<file path="src/hdl/sacw_map.vh">
// Purpose: Register map and field positions of the converter control block.
// Assumes: Byte registers on a 32-bit classic Wishbone bus.
// Notes: Printed offsets are not word aligned, so byte address = 4 * index.
`ifndef SACW_MAP_VH
`define SACW_MAP_VH
`define SACW_IDX_SYSCON_TWO 8'ha7
`define SACW_IDX_CONTROL 8'hf1
`define SACW_IDX_CONFIG 8'hf2
`define SACW_IDX_PAD_EN 8'hf3
`define SACW_IDX_RES_LOW 8'hf4
`define SACW_IDX_RES_HIGH 8'hf5
`define SACW_IDX_WIN_LOW 8'hf6
`define SACW_IDX_WIN_HIGH 8'hf7
`define SACW_IDX_IRQ_STATUS 8'he0
`define SACW_IDX_IRQ_MASK 8'he1
`define SACW_RESET_BYTE 8'h00
`define SACW_CTL_WINDOW_DETECT_FLAG 7
`define SACW_CTL_CONVERSION_READY_FLAG 6
`define SACW_CTL_WINSEL 5
`define SACW_CTL_WINDOW_IRQ_ENABLE 4
`define SACW_CTL_READY_IRQ_ENABLE 3
`define SACW_CTL_IDLE 1
`define SACW_CTL_START 0
`define SACW_CFG_RES 7
`define SACW_SYS_CLKX2 7
`define SACW_DIV_BASE 8'd8
`endif

</file>
<file path="src/hdl/sacw_top.v">
// Purpose: Control logic around an eight-channel successive-approximation
// converter: clock divider, sample, bit trials, result and window check.
// Assumes: The analog core gives a comparator bit per trial each cycle.
// Notes: Registers are bytes on a 32-bit Wishbone slave, one word each.
// Functional notes
// - Resolution bit 0 gives 8-bit conversion, 1 gives 12-bit conversion.
// - Three-bit channel field routes port-0 pin n to the converter.
// - Sample length is 2, 4, 8 or 16 conversion clocks.
// - Conversion clock is oscillator divided by 8, 16, 32 or 64.
// - Clock-double bit in system control two doubles conversion clock.
// - Writing one to start begins conversion on selected channel.
// - Ready flag sets at conversion end, cleared only by writing one.
// - Ready flag with ready enable requests an interrupt.
// - Window flag sets when result meets window condition, write one clears.
// - Polarity 0 means inside bounds, 1 means outside bounds.
// - Window flag with window enable requests an interrupt.
// - Result bits 11 to 4 compare against both bound registers.
// - Low register holds bits 3:0, high register holds bits 11:4.
// - Idle bit suspends processor clock while conversion runs.
// - Pad enable bit 1 makes pin analog, 0 leaves it digital.
//
// Register access over Wishbone is this design's own decision.
`timescale 1ns/100ps
`include "sacw_map.vh"
module sacw_top #(
  parameter RES_BITS = 12
) (
  input wire clk,
  input wire arst_n,
  input wire wb_cyc_i,
  input wire wb_stb_i,
  input wire wb_we_i,
  input wire [9:0] wb_adr_i,
  input wire [3:0] wb_sel_i,
  input wire [31:0] wb_dat_i,
  output reg [31:0] wb_dat_o,
  output reg wb_ack_o,
  output wire irq,
  output wire conv_irq,
  output wire conv_clk,
  output reg sample_hold,
  output wire [2:0] channel_select,
  output reg [11:0] dac_trial,
  input wire comp_in,
  output wire [7:0] analog_pad_enable,
  output wire cpu_clock_hold,
  output wire busy
);
  localparam S_IDLE = 3'b001;
  localparam S_SAMPLE = 3'b010;
  localparam S_CONV = 3'b100;
  reg [7:0] syscon_two_reg;
  reg [7:0] control_reg;
  reg [7:0] config_reg;
  reg [7:0] pad_en_reg;
  reg [11:0] result_reg;
  reg [7:0] win_low_reg;
  reg [7:0] win_high_reg;
  reg [1:0] status_reg;
  reg [1:0] mask_reg;
  reg [2:0] state_reg;
  reg [6:0] div_reg;
  reg cclk_reg;
  reg [4:0] sh_cnt_reg;
  reg [3:0] bit_reg;
  reg start_req_reg;
  wire [7:0] idx = wb_adr_i[9:2];
  wire acc = wb_cyc_i & wb_stb_i & ~wb_ack_o;
  wire wr = acc & wb_we_i & wb_sel_i[0];
  wire rd = acc & ~wb_we_i;
  wire [7:0] wd = wb_dat_i[7:0];
  // Divider terminal: half period of conversion clock, in system cycles.
  reg [6:0] half_div;
  always @* begin
    case (config_reg[1:0])
      2'd0: half_div = 7'd4;
      2'd1: half_div = 7'd8;
      2'd2: half_div = 7'd16;
      default: half_div = 7'd32;
    endcase
    if (syscon_two_reg[`SACW_SYS_CLKX2])
      half_div = {1'b0, half_div[6:1]};
  end
  wire cclk_tick = (div_reg == half_div - 7'd1) & cclk_reg;
  reg [4:0] sh_len;
  always @* begin
    case (config_reg[3:2])
      2'd0: sh_len = 5'd2;
      2'd1: sh_len = 5'd4;
      2'd2: sh_len = 5'd8;
      default: sh_len = 5'd16;
    endcase
  end
  wire twelve = config_reg[`SACW_CFG_RES];
  wire [3:0] last_bit = twelve ? 4'd0 : 4'd4;
  wire [11:0] trial_done = dac_trial & ~({11'h000, 1'b1} << bit_reg) |
    ({11'h000, comp_in} << bit_reg);
  wire conv_end = (state_reg == S_CONV) & cclk_tick & (bit_reg == last_bit);
  wire [7:0] res_hi = trial_done[11:4];
  wire in_win = (res_hi >= win_low_reg) & (res_hi <= win_high_reg);
  wire win_hit = control_reg[`SACW_CTL_WINSEL] ? ~in_win : in_win;
  assign conv_clk = cclk_reg;
  assign channel_select = config_reg[6:4];
  assign analog_pad_enable = pad_en_reg;
  assign busy = (state_reg != S_IDLE);
  assign cpu_clock_hold = busy & control_reg[`SACW_CTL_IDLE];
  assign conv_irq = (control_reg[`SACW_CTL_CONVERSION_READY_FLAG] &
    control_reg[`SACW_CTL_READY_IRQ_ENABLE]) |
    (control_reg[`SACW_CTL_WINDOW_DETECT_FLAG] & control_reg[`SACW_CTL_WINDOW_IRQ_ENABLE]);
  assign irq = |(status_reg & mask_reg);
  always @(posedge clk or negedge arst_n) begin
    if (!arst_n) begin
      div_reg <= 7'd0;
      cclk_reg <= 1'b0;
    end else if (div_reg >= half_div - 7'd1) begin
      div_reg <= 7'd0;
      cclk_reg <= ~cclk_reg;
    end else begin
      div_reg <= div_reg + 7'd1;
    end
  end
  always @(posedge clk or negedge arst_n) begin
    if (!arst_n) begin
      state_reg <= S_IDLE;
      sh_cnt_reg <= 5'd0;
      bit_reg <= 4'd0;
      dac_trial <= 12'h000;
      sample_hold <= 1'b0;
      result_reg <= 12'h000;
    end else begin
      case (state_reg)
        S_IDLE: begin
          if (start_req_reg) begin
            state_reg <= S_SAMPLE;
            sh_cnt_reg <= 5'd0;
            sample_hold <= 1'b1;
          end
        end
        S_SAMPLE: begin
          if (cclk_tick) begin
            if (sh_cnt_reg == sh_len - 5'd1) begin
              state_reg <= S_CONV;
              sample_hold <= 1'b0;
              bit_reg <= 4'd11;
              dac_trial <= 12'h800;
            end else begin
              sh_cnt_reg <= sh_cnt_reg + 5'd1;
            end
          end
        end
        S_CONV: begin
          if (cclk_tick) begin
            if (bit_reg == last_bit) begin
              result_reg <= trial_done;
              state_reg <= S_IDLE;
            end else begin
              dac_trial <= trial_done | ({11'h000, 1'b1} << (bit_reg - 4'd1));
              bit_reg <= bit_reg - 4'd1;
            end
          end
        end
        default: state_reg <= S_IDLE;
      endcase
    end
  end
  // Software writes and hardware flag sets; a set wins over a clear.
  always @(posedge clk or negedge arst_n) begin
    if (!arst_n) begin
      syscon_two_reg <= `SACW_RESET_BYTE;
      control_reg <= `SACW_RESET_BYTE;
      config_reg <= `SACW_RESET_BYTE;
      pad_en_reg <= `SACW_RESET_BYTE;
      win_low_reg <= `SACW_RESET_BYTE;
      win_high_reg <= `SACW_RESET_BYTE;
      mask_reg <= 2'b00;
      status_reg <= 2'b00;
      start_req_reg <= 1'b0;
    end else begin
      start_req_reg <= 1'b0;
      if (wr) begin
        case (idx)
          `SACW_IDX_SYSCON_TWO: syscon_two_reg <= wd;
          `SACW_IDX_CONFIG: config_reg <= wd;
          `SACW_IDX_PAD_EN: pad_en_reg <= wd;
          `SACW_IDX_WIN_LOW: win_low_reg <= wd;
          `SACW_IDX_WIN_HIGH: win_high_reg <= wd;
          `SACW_IDX_IRQ_MASK: mask_reg <= wd[1:0];
          `SACW_IDX_CONTROL: begin
            control_reg[5:1] <= wd[5:1];
            control_reg[`SACW_CTL_START] <= wd[`SACW_CTL_START] | busy;
            start_req_reg <= wd[`SACW_CTL_START] & ~busy;
            if (wd[`SACW_CTL_CONVERSION_READY_FLAG])
              control_reg[`SACW_CTL_CONVERSION_READY_FLAG] <= 1'b0;
            if (wd[`SACW_CTL_WINDOW_DETECT_FLAG])
              control_reg[`SACW_CTL_WINDOW_DETECT_FLAG] <= 1'b0;
          end
          default: ;
        endcase
      end
      if (rd && idx == `SACW_IDX_IRQ_STATUS)
        status_reg <= 2'b00;
      if (conv_end) begin
        control_reg[`SACW_CTL_START] <= 1'b0;
        control_reg[`SACW_CTL_CONVERSION_READY_FLAG] <= 1'b1;
        status_reg[0] <= 1'b1;
        if (win_hit) begin
          control_reg[`SACW_CTL_WINDOW_DETECT_FLAG] <= 1'b1;
          status_reg[1] <= 1'b1;
        end
      end
    end
  end
  always @(posedge clk or negedge arst_n) begin
    if (!arst_n) begin
      wb_ack_o <= 1'b0;
      wb_dat_o <= 32'h00000000;
    end else begin
      wb_ack_o <= acc;
      wb_dat_o <= 32'h00000000;
      if (rd) begin
        case (idx)
          `SACW_IDX_SYSCON_TWO: wb_dat_o[7:0] <= syscon_two_reg;
          `SACW_IDX_CONTROL: wb_dat_o[7:0] <= {control_reg[7:1], busy};
          `SACW_IDX_CONFIG: wb_dat_o[7:0] <= config_reg;
          `SACW_IDX_PAD_EN: wb_dat_o[7:0] <= pad_en_reg;
          `SACW_IDX_RES_LOW: wb_dat_o[7:0] <= {4'h0, result_reg[3:0]};
          `SACW_IDX_RES_HIGH: wb_dat_o[7:0] <= result_reg[11:4];
          `SACW_IDX_WIN_LOW: wb_dat_o[7:0] <= win_low_reg;
          `SACW_IDX_WIN_HIGH: wb_dat_o[7:0] <= win_high_reg;
          `SACW_IDX_IRQ_STATUS: wb_dat_o[7:0] <= {6'h00, status_reg};
          `SACW_IDX_IRQ_MASK: wb_dat_o[7:0] <= {6'h00, mask_reg};
          default: wb_dat_o[7:0] <= 8'h00;
        endcase
      end
    end
  end
endmodule

</file>
<file path="config.mk">
export PLATFORM = sky130hd
export DESIGN_NAME = sacw_top
export DESIGN_NICKNAME = d
export VERILOG_FILES = /design/src/hdl/sacw_top.v
export VERILOG_INCLUDE_DIRS = /design/src /design/src/hdl
export SDC_FILE = /design/constraint.sdc
export NUM_CORES = 1
export LEC_CHECK = 0
export ABC_CLOCK_PERIOD_IN_PS = 3900
export BUFFER_PORTS_ARGS = -buffer_cell sky130_fd_sc_hd__buf_2
export CORE_MARGIN = 4
export CORE_UTILIZATION = 56
export CTS_BUF_LIST = sky130_fd_sc_hd__clkbuf_8 sky130_fd_sc_hd__clkbuf_16
export DETAILED_ROUTE_END_ITERATION = 16
export GPL_TIMING_DRIVEN = 1
export PLACE_DENSITY = 0.84
export SYNTH_ARGS = -nofsm -noshare
export SYNTH_HDL_FRONTEND = slang
export SYNTH_SLANG_ARGS = --single-unit
</file>
<file path="constraint.sdc">
create_clock -name clk -period 3.9 [get_ports clk]
set_input_delay 0.39 -clock clk [delete_from_list [all_inputs] [get_ports clk]]
set_output_delay 0.39 -clock clk [all_outputs]
set_load 0.01 [all_outputs]
</file>
; ---- Word level (Yosys, flattened, before mapping)
; Cells that the tools add are included.
; Widths: inputs -> output; s select.
[word_totals]
register_bits = 106
latch_bits = 0
ram_bits = 0
mem_bits_ro = 0
inputBits = 52
output_inout_bits = 62
wordCells = 152
memories = 0
[op_classes]
add_sub_neg = 5
n_mul = 0
div_mod_pow = 0
order_cmp = 3
eq_ne = 28
shifts = 3
mux = 43
bitwise_logic = 25
reduce_logical = 23
[op_table]
columns = op, count
row1 = $eq 8x8->1 const B, 10
row2 = $pmux 8 s10, 1
row3 = $mux 12, 4
row4 = $mux 8, 3
row5 = $or 12x12->12, 2
row6 = $pmux 12 s2, 1
row7 = $shl 1x4->12 const A, 2
row8 = $mux 3, 6
row9 = $pmux 6 s3, 1
row10 = $mux 4, 4
row11 = $mux 5, 3
row12 = $pmux 5 s3, 1
row13 = $reduce_and 2->1, 7
row14 = $and 1x1->1, 13
row15 = $and 12x12->12, 1
row16 = $ne 2x2->1 const B, 6
row17 = $not 12->12, 1
row18 = $reduce_bool 2->1, 6
row19 = $shl 1x4->12, 1
row20 = $mux 1, 10
row21 = $pmux 5 s2, 1
row22 = $reduce_and 5->1, 2
row23 = $pmux 3 s3, 1
row24 = $ge 8x8->1, 1
row25 = other kinds (30), 42

; ---- Depth between registers and ports, before layout
; Gate-level depths: netlist of run 1.
[logic_depth]
word_depth = 10
mapped_depth = 15
ltp_nobuf = 12

; ---- Least setup slack after synthesis of run 1
; No wires, ideal clock.
[synth_path]
kind = register to register
start = register config_reg[1]
end = register result_reg[10]
setup_time_ns = 0.128
arrival_ns = 2.697
required_ns = 3.772
slack_ns = 1.075
path_stages_with_launch = 13
path_buffers = 2
period_less_slack_ns = 2.825
cell_sequence = dfrtp_1 -> nor2_1 -> and2_1 -> inv_1 -> ha_1 -> ha_1 -> nand4_1 -> nor4b_1 -> mux2i_1 -> buf_2 -> nor2_2 -> buf_2 -> mux2_1
[synth_via]
elab_chain_len = 7
elab_cells_between_ends = 9
cone_classes = 1 x add/sub / 3 x eq/ne / 2 x mux / 1 x bitwise / 2 x reduce/logical
[synth_rtl]
columns = element, line
row1 = from (decl), sacw_top.v:54  ; reg [7:0] config_reg;
row2 = from (signal assigned), sacw_top.v:171  ; config_reg <= `SACW_RESET_BYTE;
row3 = from (signal assigned), sacw_top.v:183  ; `SACW_IDX_CONFIG: config_reg <= wd;
row4 = "$eq 2x2->1, or another cell as far along", sacw_top.v:75  ; case (config_reg[1:0])
row5 = $pmux 6 s3 *, sacw_top.v:75
row6 = $mux 6 *, sacw_top.v:81  ; if (syscon_two_reg[`SACW_SYS_CLKX2])
row7 = $sub 7x1->7 *, sacw_top.v:84  ; wire cclk_tick = (div_reg == half_div - 7'd1) & cclk_reg;
row8 = $eq 7x7->1 *, sacw_top.v:84
row9 = $and 1x1->1 *, sacw_top.v:84
row10 = $reduce_and 3->1 (no line) *, n/a
row11 = to (signal assigned), sacw_top.v:154  ; result_reg <= trial_done;
row12 = to (decl), sacw_top.v:56  ; reg [11:0] result_reg;
; Every way passes the cells marked *; elsewhere a longest branch is shown, timed or not.
; A chain may end at the register's enable or synchronous reset.

; ---- Worst setup path in the final report of run 1
[layout_path]
start = register config_reg[1]
end = register sh_cnt_reg[4]
[layout_via]
elab_chain_len = 8
elab_cells_between_ends = 10
cone_classes = 1 x add/sub / 4 x eq/ne / 2 x mux / 1 x bitwise / 2 x reduce/logical
[layout_rtl]
columns = element, line
row1 = "$eq 2x2->1, or another cell as far along", sacw_top.v:75
row2 = $pmux 6 s3 *, sacw_top.v:75
row3 = $mux 6 *, sacw_top.v:81
row4 = $sub 7x1->7 *, sacw_top.v:84
row5 = $eq 7x7->1 *, sacw_top.v:84
row6 = $and 1x1->1 *, sacw_top.v:84
row7 = $ne 2x2->1 (no line) *, n/a
row8 = $reduce_and 4->1 (no line) *, n/a
row9 = to (signal assigned), sacw_top.v:147  ; sh_cnt_reg <= sh_cnt_reg + 5'd1;
row10 = to (decl), sacw_top.v:64  ; reg [4:0] sh_cnt_reg;
; Marked as above.

==> results.json, run 1 <==
{
  "postCtsHoldBufs": 0,
  "placed_cell_area_um2": 6460,
  "maxSlewHeadroom_pct": 31.7,
  "rsz0062_at_grt": "false",
  "final_area_um2": 6640,
  "async_reset_ff_share_pct": 100,
  "vias": 4863,
  "cts.sinks": 106,
  "critPathLaunchType": "flip-flop",
  "n_antenna_cell": 0,
  "nets": 734,
  "crit_path_end_kind": "flip-flop",
  "highest_layer": "met4",
  "antenna_found_initial": 1,
  "tightest_slew_ps": 1020,
  "met1_length_mm": 6.02,
  "chipWidth_um": 113,
  "required_ps": 4170,
  "fillCellCount": 837,
  "wl_met3_um": 941,
  "peakVddDrop_mv": 0.176,
  "clk_latency_ps": 380,
  "wl_met2_mm": 7.43,
  "h-tree-depth": 3,
  "final_common_cell": "dfrtp_1",
  "overflow": 0,
  "status": "complete, no violations",
  "setup_tns_ps": 0,
  "syn_to_final_growth_pct": 8.15,
  "antenna_left": 0,
  "setup_violations": 0,
  "max_cap_viol_count": 0,
  "path_max_fanout": 9,
  "post-route-period-util_pct": 86.2,
  "period_minus_slack_ps": 3360,
  "syn_avg_cell_area_um2": 10.3,
  "final_cell_mix": "105 x dfrtp_1, 70 x nand2_1, 59 x buf_2, 53 x mux2_1, 30 x a21oi_1",
  "netlist.area_leader.share_pct": 42.8,
  "route.detailed.drc": 0,
  "yosys-top-cells-area": "dfrtp_1 43%, mux2_1 9.7%, ha_1 5.9%, nand2_1 4.3%, buf_4 3.4%",
  "initial_utilization_pct": 58.5,
  "grtUsageTotal_pct": 24.2,
  "worstSetupPathType": "reg2reg",
  "place.gp.congestion": 0.926,
  "seq_area_um2": 2650,
  "stdcell_count": 794,
  "multiInputGateArea_um2": 3160,
  "p_per_area_nw_per_um2": 294,
  "slew_violations": 0,
  "post_drt_wl_per_cell_um": 18.7,
  "die_area_um2": 12700,
  "worstPathArrival_ps": 3630,
  "synth.distinct_cells": 71,
  "timing.hold.ws_ps": 150,
  "wl_mm": 14.8,
  "reg2reg_from": "config_reg[1]",
  "fp.coreArea_um2": 10500,
  "io_buffers": 60,
  "ys_seq_area_share_pct": 43.2,
  "synth-edff-count": 0,
  "startpoint": "config_reg[1]",
  "cts.path.max_buffers": 2,
  "post_cts_buffers": 0,
  "synth_ff_type": "dfrtp_1",
  "path_clk_slew_ps": 100,
  "final.setup.worst_slack_ps": 540,
  "cts_made_buffers": 9,
  "dpl_worst_slack_ps": 554,
  "cellLeakagePower_nw": 3.23,
  "first_global_vias": 4985,
  "dpl.cell_count": 778,
  "fmax_mhz": 298,
  "hold_viol": 0,
  "yosysWarnings": 0,
  "yosysTopAreaCell": "dfrtp_1",
  "synth_area_um2": 6140,
  "fin_skew_ps": 9.41,
  "first_pass_iters": 5,
  "cts_resized": 0,
  "cts_root_buffer": "clkbuf_8",
  "viasPerCell": 6.12,
  "num_io_pins": 114,
  "cts_tree": "yes",
  "grt_max_degree": 79,
  "hold_class": "in2async",
  "layout-drive-gt1-share_pct": 17.6,
  "synth_cells": 598,
  "rows": 37,
  "drt_iter0_drc": 379,
  "grt_pass1_wl_mm": 24.8,
  "die_h_um": 113,
  "hpwl_mm": 10.6,
  "synth_seq_cells": 106
}
## cells in the mapped netlist (13+ instances only)
cell type  instances
a21oi_1           30
a22o_1            13
buf_4             28
dfrtp_1          105
ha_1              29
inv_1             26
mux2_1            53
nand2_1           70
nand3_1           17
nor2_1            25
o21ai_1           25
## path summary, 6_finish.rpt
path / cells after the start / slack (ps) / endpoint
max: 12 / 540 / sh_cnt_reg[4]
min: 1 / 150 / wb_ack_o
max reg2reg: 12 / 540 / sh_cnt_reg[4]
min reg2reg: 1 / 480 / wb_ack_o
max in group asynchronous: 2 / 2800 / win_low_reg[5]
min in group clk: 3 / 280 / wb_ack_o
## where the power goes
| part | internal, W | leakage [nW] | switching, W | total [W] |
|---|---|---|---|---|
| Combinational | 0.0000465 | 1.73 | 0.0000995 | 0.000146 |
| Sequential | 0.00112 | 1.40 | 0.0000176 | 0.00113 |
| Clock | 0.000291 | 0.100 | 0.000385 | 0.000676 |
| Total | 0.00145 | 3.23 | 0.000502 | 0.00195 |
## worst max-delay path, stage by stage, from the launching register on
cell	delay, ps
dfrtp_1	480
nor2_1	130
and2_1	170
inv_1	50
ha_1	290
ha_1	300
nand4_1	110
nor4b_1	250
mux2i_1	280
buf_4	250
nor4_4	500
a41oi_1	170
a211o_1	250
## cell type report
cell class	count	share of cell area (%)
multi-input cells	439	47.6
clock buffers	9	1.86
well taps	136	2.56
inverters	29	1.64
repair buffers	68	5.46
flip-flops and latches	106	39.9
clock inverters	7	0.923
## per-layer routing
layer	up-vias	GRT usage (%)
met5	-	0
met4	0	11.8
met3	44	4.17
met2	184	40.8
met1	2411	30.2
li1	2224	-
## logic make-up after synthesis
logic type	share of synthesized area, %
AND/OR/NAND/NOR	15.0
AO/OA/AOI/OAI	15.5
flip-flops	43.2
buffers and inverters	6.78
multiplexers	12.5
adder cells (fa/ha/maj)	5.91
XOR/XNOR	0.998
other	0.0610
## through the flow
step           total power, W  utilization, %
2_1_floorplan         0.00125               -
6_report              0.00195            63.2
4_1_cts               0.00196            63.2
3_5_place_dp          0.00130            61.5
5_1_grt               0.00203            63.2
3_3_place_gp          0.00129            61.5
(Power assumes the default switching activity.)
==> run 2: changes to the inputs <==
- BUFFER_PORTS_ARGS: -buffer_cell sky130_fd_sc_hd__buf_2 -> -buffer_cell sky130_fd_sc_hd__buf_4
==> results.json, run 2 (synthesized netlist as in run 1, its figures left out) <==
{
  "p_per_area_nw_per_um2": 301,
  "final_cell_mix": "105 x dfrtp_1, 70 x nand2_1, 68 x buf_4, 53 x mux2_1, 30 x a21oi_1",
  "max_cap_viol_count": 0,
  "setup_tns_ps": 0,
  "peakVddDrop_mv": 0.260,
  "cts_made_buffers": 9,
  "postCtsHoldBufs": 0,
  "grtUsageTotal_pct": 23.5,
  "layout-drive-gt1-share_pct": 17.3,
  "num_io_pins": 114,
  "rsz0062_at_grt": "false",
  "tightest_slew_ps": 1020,
  "path_clk_slew_ps": 90,
  "wl_mm": 14.6,
  "fp.coreArea_um2": 10500,
  "grt_use_met2_pct": 39.6,
  "cts.path.max_buffers": 2,
  "hold_viol": 0,
  "vias": 4772,
  "io_buffers": 60,
  "post-route-period-util_pct": 89.3,
  "post_cts_buffers": 0,
  "fin_util_pct": 65.0,
  "final_area_um2": 6830,
  "worstPathArrival_ps": 3800,
  "grt_pass1_wl_mm": 24.0,
  "slew_violations": 0,
  "drt_iter0_drc": 361,
  "timing.hold.ws_ps": 154,
  "r2r_slack_ps": 420,
  "first_global_vias": 4873,
  "critPathLaunchType": "flip-flop",
  "cellLeakagePower_nw": 3.29,
  "power_w": 0.00206,
  "first_pass_iters": 5,
  "viasPerCell": 6.01,
  "final_common_cell": "dfrtp_1",
  "fin_skew_ps": 11.0,
  "fillCellCount": 803,
  "path_max_fanout": 9,
  "period_minus_slack_ps": 3480,
  "maxSlewHeadroom_pct": 31.9,
  "antenna_found_initial": 0,
  "cts.sinks": 106,
  "h-tree-depth": 3,
  "place.gp.congestion": 0.921,
  "clk_latency_ps": 380,
  "crit_path_end_kind": "flip-flop",
  "syn_to_final_growth_pct": 11.2,
  "antenna_left": 0,
  "nets": 734,
  "busiest_layer": "met2",
  "post_drt_wl_per_cell_um": 18.4,
  "required_ps": 4220,
  "hold_class": "in2async",
  "initial_utilization_pct": 58.5,
  "rows": 37,
  "setup_violations": 0,
  "n_antenna_cell": 0,
  "chipWidth_um": 113,
  "status": "complete, no violations",
  "cts_tree": "yes",
  "worstSetupPathType": "reg2reg",
  "overflow": 0,
  "hpwl_mm": 10.5,
  "use_met3_pct": 4.71,
  "fmax_mhz": 287,
  "cts_root_buffer": "clkbuf_8",
  "placed_cell_area_um2": 6610,
  "cts_resized": 0,
  "die_area_um2": 12700,
  "grt_use_met1_pct": 30.0,
  "die_h_um": 113,
  "grt_max_degree": 82,
  "route.detailed.drc": 0
}
run 2: cell count changes in the layout (fill, tap and decap cells not counted):
cell	before	now
buf_2	59	0
buf_4	9	68
clkinv_2	4	0
clkbuf_8	9	11
inv_1	27	29
bufinv_16	1	2
clkinvlp_4	1	0
run 2: per-layer routing:
| metal | vias up | share of wire [%] |
|---|---|---|
| met5 | - | 0 |
| met2 | 192 | 50 |
| li1 | 2218 | - |
| met1 | 2323 | 42 |
| met4 | 0 | 2.4 |
| met3 | 39 | 5.9 |
run 2: power by group:
| part | switching, W | internal [W] |
|---|---|---|
| Clock | 0.000376 | 0.000391 |
| Combinational | 0.0000997 | 0.0000562 |
| Sequential | 0.0000186 | 0.00112 |
| Total | 0.000495 | 0.00156 |
run 2: worst paths after layout:
| check | from | endpoint | depth (start not counted) |
|---|---|---|---|
| worst min register to register | wb_ack_o | wb_ack_o | 1 |
| worst max-delay path | config_reg[1] | sh_cnt_reg[4] | 12 |
| worst max register to register | config_reg[1] | sh_cnt_reg[4] | 12 |
| worst min-delay path | arst_n | wb_ack_o | 1 |
| max in group asynchronous | arst_n | wb_dat_o[4] | 2 |
| min in group clk | wb_dat_i[4] | win_low_reg[4] | 2 |
run 2: area by class of cell:
type / count / area (um^2) / share of cell area [%]
clock buffers: 11 / 151 / 2.22
clock inverters: 5 / 71.3 / 1.04
inverters: 29 / 109 / 1.59
multi-input cells: 439 / 3160 / 46.3
flip-flops and latches: 106 / 2650 / 38.9
well taps: 136 / 170 / 2.49
repair buffers: 68 / 510 / 7.48
run 2: metrics by stage:
| step | std cells | worst slack (ps) |
|---|---|---|
| 2_1_floorplan | 622 | 1080 |
| 3_3_place_gp | 778 | 677 |
| 3_5_place_dp | 778 | 514 |
| 4_1_cts | 794 | 467 |
| 5_1_grt | 794 | 295 |
| 6_report | 794 | 416 |
run 2: worst max-delay path: stages, from the launching register on:
cell	delay, ps
dfrtp_1	470
nor2_1	130
and2_1	150
inv_1	50
ha_1	300
ha_1	300
nand4_1	120
nor4b_1	310
mux2i_1	310
buf_4	260
nor4_4	520
nor4b_1	360
a211o_1	150
==> run 3: changes to the inputs <==
- PLACE_DENSITY: 0.84 -> 0.8
==> results.json, run 3 (synthesized netlist as in run 1, its figures left out) <==
{
  "dpl.cell_count": 776,
  "stdcell_count": 792,
  "cts_tree": "yes",
  "post-route-period-util_pct": 87.7,
  "cts_resized": 0,
  "fp.coreArea_um2": 10500,
  "post_cts_buffers": 0,
  "use_met3_pct": 3.21,
  "first_pass_iters": 4,
  "syn_to_final_growth_pct": 10.9,
  "place.gp.congestion": 0.903,
  "grt_use_met1_pct": 29.5,
  "die_h_um": 113,
  "fin_skew_ps": 14.6,
  "antenna_found_initial": 0,
  "final_common_cell": "dfrtp_1",
  "path_clk_slew_ps": 100,
  "critPathMaxStageDelay_ps": 650,
  "fmax_mhz": 292,
  "tightest_slew_ps": 1130,
  "worstSetupPathType": "reg2reg",
  "cts.path.max_buffers": 2,
  "cellLeakagePower_nw": 3.27,
  "cts_made_buffers": 9,
  "path_cells": "nor2_1 > and2_1 > inv_1 > ha_1 > ha_1 > nand4_1 > nor4b_1 > mux2i_1 > buf_4 > nor2_2 > mux2_1",
  "busiest_layer": "met2",
  "worstPathArrival_ps": 3680,
  "io_buffers": 60,
  "path_max_fanout": 14,
  "p_per_area_nw_per_um2": 300,
  "slew_violations": 0,
  "hpwl_mm": 10.1,
  "rsz0062_at_grt": "false",
  "post_drt_wl_per_cell_um": 18.1,
  "status": "complete, no violations",
  "clk_latency_ps": 380,
  "drt_iter0_drc": 383,
  "wl_mm": 14.3,
  "setup_tns_ps": 0,
  "first_global_vias": 4826,
  "grtUsageTotal_pct": 23.2,
  "cts.sinks": 106,
  "final.setup.worst_slack_ps": 478,
  "cp_common_cell": "ha_1",
  "rows": 37,
  "vias": 4673,
  "overflow": 0,
  "viasPerCell": 5.90,
  "period_minus_slack_ps": 3420,
  "layout-drive-gt1-share_pct": 17.4,
  "die_area_um2": 12700,
  "initial_utilization_pct": 58.5,
  "dpl_worst_slack_ps": 617,
  "maxSlewHeadroom_pct": 24.3,
  "cts_root_buffer": "clkbuf_8",
  "grt_max_degree": 92,
  "grt_use_met2_pct": 39.5,
  "route.detailed.drc": 0,
  "max_cap_viol_count": 0,
  "final_cell_mix": "105 x dfrtp_1, 70 x nand2_1, 66 x buf_4, 53 x mux2_1, 30 x a21oi_1",
  "hold_class": "in2async",
  "cpMaxStageDelayCell": "nor2_2",
  "nets": 732,
  "num_io_pins": 114,
  "required_ps": 4160,
  "hold_viol": 0,
  "chipWidth_um": 113,
  "grt_pass1_wl_mm": 23.8,
  "postCtsHoldBufs": 0,
  "crit_path_end_kind": "flip-flop",
  "h-tree-depth": 3,
  "antenna_left": 0,
  "critPathLaunchType": "flip-flop",
  "peakVddDrop_mv": 0.246,
  "fillCellCount": 844,
  "n_antenna_cell": 0,
  "setup_violations": 0
}
run 3: metal layers:
metal / vias to the layer above / wire length, um
li1: 2211 / -
met1: 2274 / 5990
met2: 160 / 7110
met3: 28 / 920
met4: 0 / 328
met5: - / 0
run 3: worst paths after layout:
path	slack [ps]	end	from	cells after the start
setup / recovery	480	result_reg[11]	config_reg[1]	11
hold reg to reg	480	wb_ack_o	wb_ack_o	1
max in group asynchronous	2800	result_reg[8]	arst_n	2
hold / removal	190	wb_ack_o	arst_n	1
setup reg to reg	480	result_reg[11]	config_reg[1]	11
min in group clk	260	wb_ack_o	wb_stb_i	3
run 3: cell type report:
cell class	instances	area [um^2]	area share [%]
timing repair buffer	66	495	7.28
inverter	29	109	1.60
clock inverter	6	81.3	1.19
tap	136	170	2.50
clock buffer	10	138	2.02
sequential	106	2650	39.0
multi-input combinational	439	3160	46.4
run 3: power by group:
group / switching [W] / leakage [nW] / internal (W) / total (W)
sequential: 0.0000174 / 1.40 / 0.00112 / 0.00113
clock: 0.000378 / 0.113 / 0.000375 / 0.000753
combinational: 0.0000995 / 1.76 / 0.0000566 / 0.000156
run 3: stage by stage:
stage / power [W] / util [%] / cell area [um^2] / hold WS (ps)
6_report: 0.00204 / 64.8 / 6810 / 187
5_1_grt: 0.00212 / 64.8 / 6810 / 264
4_1_cts: 0.00206 / 64.8 / 6810 / 253
3_5_place_dp: 0.00131 / 62.7 / 6590 / 463
3_3_place_gp: 0.00130 / 62.7 / 6590 / 445
2_1_floorplan: 0.00125 / - / 6230 / 94.4
run 3: worst max-delay path: cells and delay by family, from the launching register on:
| family | cells | cell delay, ps |
|---|---|---|
| AND/OR/NAND/NOR | 5 | 1440 |
| adder cells (fa/ha/maj) | 2 | 590 |
| multiplexers | 2 | 530 |
| flip-flops | 1 | 470 |
| buffers and inverters | 2 | 260 |
